==> src/verilog/blu_pkg.sv <==
package blu_pkg;

   localparam int OPW      = 60;
   localparam int IDXW     = 18;
   localparam int IWW      = 15;
   localparam int COEF_HI  = 47;
   localparam int HIW      = 12;
   localparam int CNTW     = 16;
   // Position of f bit 0 and m bits 0 to 2 in the instruction word
   localparam int F0_BIT   = 12;
   localparam int M_LO     = 9;

   // Operation codes formed as {f bit 0, m}
   localparam logic [3:0] OP_UNPACK = 4'h6;
   localparam logic [3:0] OP_PACK   = 4'h7;
   localparam logic [3:0] OP_TX_J   = 4'h8;
   localparam logic [3:0] OP_AND    = 4'h9;
   localparam logic [3:0] OP_OR     = 4'hA;
   localparam logic [3:0] OP_XOR    = 4'hB;
   localparam logic [3:0] OP_TX_KN  = 4'hC;
   localparam logic [3:0] OP_ANDN   = 4'hD;
   localparam logic [3:0] OP_ORN    = 4'hE;
   localparam logic [3:0] OP_XORN   = 4'hF;

   localparam logic [7:0]  ADDR_CTRL = 8'h00;
   localparam logic [7:0]  ADDR_STAT = 8'h04;
   localparam logic [2:0]  SIZE_WORD = 3'h2;
   localparam logic        CTRL_RST  = 1'b1;
   localparam logic [31:0] WORD_ZERO = 32'h0000_0000;

   typedef struct packed {
      logic prod;
      logic xj;
      logic xk_hi;
      logic xk_lo;
      logic inv;
      logic gate_b;
      logic extend;
   } blu_ctrl_s;

   typedef struct packed {
      logic       valid;
      logic       write;
      logic [7:0] addr;
   } blu_dphase_s;

   function automatic blu_ctrl_s blu_decode(input logic [3:0] op);
      blu_ctrl_s c;
      c        = '0;
      c.prod   = (op == OP_AND) || (op == OP_OR) || (op == OP_ANDN) || (op == OP_ORN);
      c.xj     = (op == OP_TX_J) || (op == OP_OR) || (op == OP_XOR) || (op == OP_ORN)
                 || (op == OP_XORN);
      c.xk_hi  = (op == OP_OR) || (op == OP_XOR) || (op == OP_TX_KN) || (op == OP_ORN)
                 || (op == OP_XORN);
      c.xk_lo  = c.xk_hi || (op == OP_UNPACK) || (op == OP_PACK);
      c.inv    = op[3] && op[2];
      c.gate_b = (op == OP_PACK);
      c.extend = (op == OP_UNPACK);
      return c;
   endfunction

endpackage

==> src/verilog/blu_top.sv <==
`timescale 1ns/1ps
module blu_top
   import blu_pkg::*;
(
   input  wire logic              CLOCK,
   input  wire logic              RST,
   input  wire logic              HSEL,
   input  wire logic [31:0]       HADDR,
   input  wire logic [1:0]        HTRANS,
   input  wire logic              HWRITE,
   input  wire logic [2:0]        HSIZE,
   input  wire logic [31:0]       HWDATA,
   input  wire logic              HREADY,
   output logic      [31:0]       HRDATA,
   output logic                   HREADYOUT,
   output logic                   HRESP,
   input  wire logic [IWW-1:0]    CURRENT_INSTRUCTION_WORD,
   input  wire logic [IDXW-1:0]   INDEX_SOURCE_REG,
   input  wire logic [OPW-1:0]    FIRST_OPERAND_REG,
   input  wire logic [OPW-1:0]    SECOND_OPERAND_REG,
   input  wire logic              GO_BOOLEAN,
   output logic      [OPW-1:0]    RESULT_OPERAND_REG,
   output logic                   RESULT_OPERAND_WE,
   output logic      [IDXW-1:0]   INDEX_DEST_REG,
   output logic                   INDEX_DEST_WE
);

   logic [IDXW-1:0] idx_q_r;
   logic [OPW-1:0]  xj_q_r;
   logic [OPW-1:0]  xk_q_r;
   logic            f0_r;
   logic [2:0]      m_r;
   logic [3:0]      op;
   blu_ctrl_s       c;
   logic [OPW-1:0]  xk_in;
   logic [OPW-1:0]  and_result;
   logic [OPW-1:0]  xnor_result;
   logic [OPW-1:0]  bool_n;
   logic [HIW-1:0]  fill_n;
   logic [HIW-1:0]  pack_n;
   logic [10:0]     biased;
   logic            comp_b;
   logic [9:0]      exp_cc;
   logic            sign_n;
   logic [OPW-1:0]  result_nxt;
   logic [IDXW-1:0] idx_nxt;
   logic            fire;

   logic            en_r;
   logic [CNTW-1:0] cnt_r;
   logic [3:0]      last_op_r;
   blu_dphase_s     dp_r;
   logic            stat_clr;

   // Input and control capture, every clock
   always_ff @(posedge CLOCK) begin
      if (RST) begin
         idx_q_r <= '0;
         xj_q_r  <= '0;
         xk_q_r  <= '0;
         f0_r    <= 1'b0;
         m_r     <= 3'h0;
      end else begin
         idx_q_r <= INDEX_SOURCE_REG;
         xj_q_r  <= FIRST_OPERAND_REG;
         xk_q_r  <= SECOND_OPERAND_REG;
         f0_r    <= CURRENT_INSTRUCTION_WORD[F0_BIT];
         m_r     <= CURRENT_INSTRUCTION_WORD[M_LO+2:M_LO];
      end
   end

   assign op = {f0_r, m_r};
   assign c  = blu_decode(op);

   // Static selection network, complemented domain
   always_comb begin
      xk_in       = c.inv ? ~xk_q_r : xk_q_r;
      and_result  = xj_q_r & xk_in & {OPW{c.prod}};
      xnor_result = ~((xj_q_r & {OPW{c.xj}})
                     ^ (xk_in & {{HIW{c.xk_hi}}, {(COEF_HI+1){c.xk_lo}}}));
      bool_n      = ~and_result & xnor_result;
      fill_n      = {HIW{~(c.extend & xk_q_r[OPW-1])}};
      biased      = {~idx_q_r[10], idx_q_r[9:0]};
      comp_b      = c.gate_b & xk_q_r[OPW-1];
      pack_n      = c.gate_b ? {~comp_b, (comp_b ? biased : ~biased)}
                             : {HIW{1'b1}};
      result_nxt  = ~(bool_n & {fill_n & pack_n, {(COEF_HI+1){1'b1}}});
      exp_cc      = xk_q_r[OPW-1] ? xk_q_r[57:48] : ~xk_q_r[57:48];
      sign_n      = xk_q_r[58] ^ xk_q_r[59];
      idx_nxt     = {{(IDXW-10){~sign_n}}, ~exp_cc};
   end

   assign fire = GO_BOOLEAN && en_r;

   // Destination drive, only while the strobe stands
   always_ff @(posedge CLOCK) begin
      if (RST) begin
         RESULT_OPERAND_WE  <= 1'b0;
         RESULT_OPERAND_REG <= '0;
      end else begin
         RESULT_OPERAND_WE <= fire;
         if (fire) begin
            RESULT_OPERAND_REG <= result_nxt;
         end
      end
   end

   always_ff @(posedge CLOCK) begin
      if (RST) begin
         INDEX_DEST_WE  <= 1'b0;
         INDEX_DEST_REG <= '0;
      end else begin
         INDEX_DEST_WE <= fire && c.extend;
         if (fire && c.extend) begin
            INDEX_DEST_REG <= idx_nxt;
         end
      end
   end

   // Bus slave: zero wait, always OKAY
   always_ff @(posedge CLOCK) begin
      if (RST) begin
         dp_r      <= '0;
         HRDATA    <= WORD_ZERO;
         HREADYOUT <= 1'b0;
         HRESP     <= 1'b0;
      end else begin
         HREADYOUT <= 1'b1;
         HRESP     <= 1'b0;
         dp_r      <= '0;
         if (HSEL && HTRANS[1] && HREADY) begin
            dp_r.valid <= (HSIZE == SIZE_WORD);
            dp_r.write <= HWRITE;
            dp_r.addr  <= HADDR[7:0];
            case (HADDR[7:0])
               ADDR_CTRL: HRDATA <= {31'h0000_0000, en_r};
               ADDR_STAT: HRDATA <= {12'h000, last_op_r, cnt_r};
               default:   HRDATA <= WORD_ZERO;
            endcase
         end
      end
   end

   assign stat_clr = dp_r.valid && dp_r.write && (dp_r.addr == ADDR_STAT);

   always_ff @(posedge CLOCK) begin
      if (RST) begin
         en_r <= CTRL_RST;
      end else if (dp_r.valid && dp_r.write && (dp_r.addr == ADDR_CTRL)) begin
         en_r <= HWDATA[0];
      end
   end

   // Result counter; a strobe in the clearing cycle still counts
   always_ff @(posedge CLOCK) begin
      if (RST) begin
         cnt_r     <= '0;
         last_op_r <= 4'h0;
      end else begin
         if (stat_clr) begin
            cnt_r <= fire ? CNTW'(1) : '0;
         end else if (fire) begin
            cnt_r <= cnt_r + CNTW'(1);
         end
         if (fire) begin
            last_op_r <= op;
         end
      end
   end
endmodule

==> config.mk <==
export PLATFORM = sky130hd
export DESIGN_NAME = blu_top
export DESIGN_NICKNAME = d
export VERILOG_FILES = /design/src/verilog/blu_pkg.sv /design/src/verilog/blu_top.sv
export SDC_FILE = /design/constraint.sdc
export NUM_CORES = 1
export LEC_CHECK = 0
export BUFFER_PORTS_ARGS = -buffer_cell sky130_fd_sc_hd__buf_2
export CAP_MARGIN = 0
export CELL_PAD_IN_SITES_DETAIL_PLACEMENT = 2
export CELL_PAD_IN_SITES_GLOBAL_PLACEMENT = 2
export CORE_MARGIN = 3
export CORE_UTILIZATION = 31
export DETAILED_ROUTE_END_ITERATION = 12
export GPL_TIMING_DRIVEN = 0
export PLACE_DENSITY = 0.87
export SLEW_MARGIN = 5
export SYNTH_ARGS = -nofsm -noshare
export SYNTH_HDL_FRONTEND = slang
export SYNTH_SLANG_ARGS = --single-unit
==> constraint.sdc <==
create_clock -name CLOCK -period 2.15 [get_ports CLOCK]
set_input_delay 0.215 -clock CLOCK [delete_from_list [all_inputs] [get_ports CLOCK]]
set_output_delay 0.215 -clock CLOCK [all_outputs]
set_load 0.05 [all_outputs]
==> impl_metrics.ini <==
[outcome]
status = finished with violations
violations = negative setup slack

[floorplan]
core_um2 = 37000
die_area_um2 = 40300
pin_count = 342
die_w_um = 201
initial_core_util_pct = 31.8
num_rows = 70
fp.dieH_um = 201

[worst_setup_path]
path_class = reg2reg
rr_worst_depth = 7
crit_path_start_kind = flip-flop
startpoint = m_r[2]$_SDFF_PP0_
crit_path_max_incr_delay_ps = 390
crit_arrival_ps = 2610
crit_required_ps = 2600
path_cells = clkbuf_4 -> buf_6 -> clkbuf_4 -> nand3b_1 -> a21boi_0 -> a21oi_1 -> a21oi_1
critPathCaptureType = flip-flop
worst-path-max-fanout = 10
worstReg2RegStart = m_r[2]$_SDFF_PP0_
worst_path_max_delay_cell = a21boi_0

[grt]
grtUsageMet3_pct = 4.57
met1_usage_pct = 32.2
grt_busiest_layer = met2
grt_pass1_wl_mm = 90.3
grt_start_max_net_pins = 13
first_global_vias = 14000
grt_usage_pct = 29.0
grt-ovfl-total = 0
grt_antenna_before_repair = 3
use_met2_pct = 52.0

[clocking]
cts_root_buffer = clkbuf_16
clkSlewWorstSetupHoldPaths_ps = 60
numClockSinks = 260
htreeDepth = 2
cts_buffers = 34
cts_tree = done
insertion_delay_ps = 550
clockBufferDepth = 3

[place]
port_buffers = 254
dp_cells = 2064
gp_congestion = 0.791
dp_hpwl_mm = 34.7

[min_path]
hold-path-cell-count = 3
holdCritStartpoint = GO_BOOLEAN
worstHoldPathType = in2reg

[synth]
synth_mux_area_share_pct = 0.352
ys_seq_area_share_pct = 44.3
synthArstFlopShare_pct = 0
yosysTopAreaCell = dfxtp_1
ys_ff_latch = 260
synth-compound-area-share_pct = 22.5
yosys-top-cells-count = dfxtp_1, nor2b_1, a21oi_1
synthesis.area_um2 = 11700
synth_edf_count = 0
netlist_instances = 1294
yosysMostFrequentCell = dfxtp_1
synth_top_family_by_area = compound AO/OA/AOI/OAI gates
ys_types = 49
synthTopCellsByArea = dfxtp_1, nor2b_1, xor2_1
synth_adder_area_share_pct = 0.107
yosysTopAreaCellShare_pct = 44.3
synth_flop_cell = dfxtp_1
synth_xor_area_share_pct = 7.83
synth-simple-area-share_pct = 19.6
yosysWarnings = 0
avgSynthCellArea_um2 = 9.07

[routing]
wl_per_cell_um = 26.5
routed_wl_mm = 60.3
vias = 12300
drt-initial-drc-count = 747
drt_first_pass_iters = 5
via_per_inst = 5.40
drcViolationCount = 0
ant_nets = 0

[sta]
finalHoldViolations = 0
grt_setup_unrepaired = true
finalMaxSlewViolations = 0
slew_headroom_pct = 29.0
fmax_mhz = 463
setup_viol = 1
final.min_clock_period_ps = 2160
max_slew.worst_pin.slew_ps = 1070
finClkSkew_ps = 26.1
setup_ws_ps = -7.78
fin_crit_sh_pct = 100

[final_layout]
post_route_cells_drive_above_1_share_pct = 25.4
fin_cells = 2272
nets = 1970
area_delta_synth_final_pct = 40.0

[pwr]
power_per_cell_area_nw_per_um2 = 801
p_comb_share_pct = 15.0
net-switching-power_mw = 3.80
power.share.sequential_pct = 39.7
finalPower_mw = 13.2
intPower_mw = 9.37
clkPwrFrac_pct = 45.3
p_leak_nw = 6.77
switching_share_pct = 28.8
vdd_drop_max_mv = 0.509

[run]
maxCapViolations = 0
per-stage QoR:
stage	setup TNS, ps	hold slack (ps)	setup slack (ps)	instance area (µm²)	util [%]
3_5_place_dp	-6620	433	-247	13700	37.0
3_3_place_gp	-2230	427	-145	13700	37.0
6_report	-7.78	96.0	-7.78	16400	44.5
4_1_cts	0	12.6	0.563	16300	44.2
2_1_floorplan	0	296	568	11800	-
5_1_grt	-107	101	-51.8	16400	44.5
final timing paths:
| path | to | slack, ps |
|---|---|---|
| worst min register to register | last_op_r[3]$_SDFFE_PP0P_ | 490 |
| worst max register to register | RESULT_OPERAND_REG[23]$_SDFFE_PP0P_ | -8 |
| worst min-delay path | RESULT_OPERAND_WE$_SDFF_PP0_ | 100 |
| worst max-delay path | RESULT_OPERAND_REG[23]$_SDFFE_PP0P_ | -8 |
what timing repair did:
| item | 4_1_cts | 5_1_grt |
|---|---|---|
| hold endpoints to repair | 146 | 0 |
| hold buffers | 147 | 0 |
| setup buffers | 0 | 0 |
| resized for setup | 19 | 68 |
| setup endpoints to repair | 60 | 69 |
| pin swaps | 0 | 1 |
cell families (layout without fill, tap and decap cells):
logic type | count (synthesis) | in the layout
adders and majority gates | 1 | 1
AOI/OAI and AO/OA | 396 | 396
and+or+nand+nor | 394 | 394
buffers and inverters | 133 | 593
other | 1 | 15
DFF | 260 | 260
xor gates and xnor gates | 105 | 105
muxes | 4 | 4
power by group through the flow:
stage / clock (mW) / sequential, mW / combinational [mW]
2_1_floorplan: 0 / 5.49 / 0.793
3_3_place_gp: 0 / 5.29 / 1.53
5_1_grt: 6.27 / 5.24 / 2.08
4_1_cts: 5.97 / 5.20 / 1.84
3_5_place_dp: 0 / 5.30 / 1.60
6_report: 5.97 / 5.23 / 1.97
sequential cells by signal (all words and copies together), names as in the netlist, 4 cells and up:
register            count
RESULT_OPERAND_REG     60
xk_q_r                 60
INDEX_DEST_REG         11
HRDATA                 20
dp_r                   10
last_op_r               4
cnt_r                  16
xj_q_r                 60
idx_q_r                11
worst max-delay path, delay by kind of cell, from the launching register on:
family                 cells  cell delay, ps
and+or+nand+nor            1             200
DFF                        1             380
AOI/OAI and AO/OA          3             740
buffers and inverters      3             730
placed cells by master, fill, tap and decap left out, drive strengths merged, types with 50 or more instances in the layout:
master	count
dlygate4sd3	147
a21boi	50
dfxtp	260
nand3	58
nor2	56
a21oi	119
clkbuf	134
a22oi	67
nor2b	135
buf	298
xor2	76
o21ai	64
routing by layer:
metal  up-vias  wire [µm]
li1       5387          -
met1      6152      22600
met2       531      30800
met3       200       2840
met4         2       4000
met5         -         13
layout make-up:
class,count,area [µm²]
well taps,504,631
inverters,3,11.3
diodes,2,5.00
clock inverters,11,118
multi-input cells,913,5990
repair buffers,401,2740
clock buffers,50,1030
flip-flops and latches,260,5200
plain buffers,128,696
fillers,4027,20500
No activity file was read; power rests on OpenSTA's default activity.
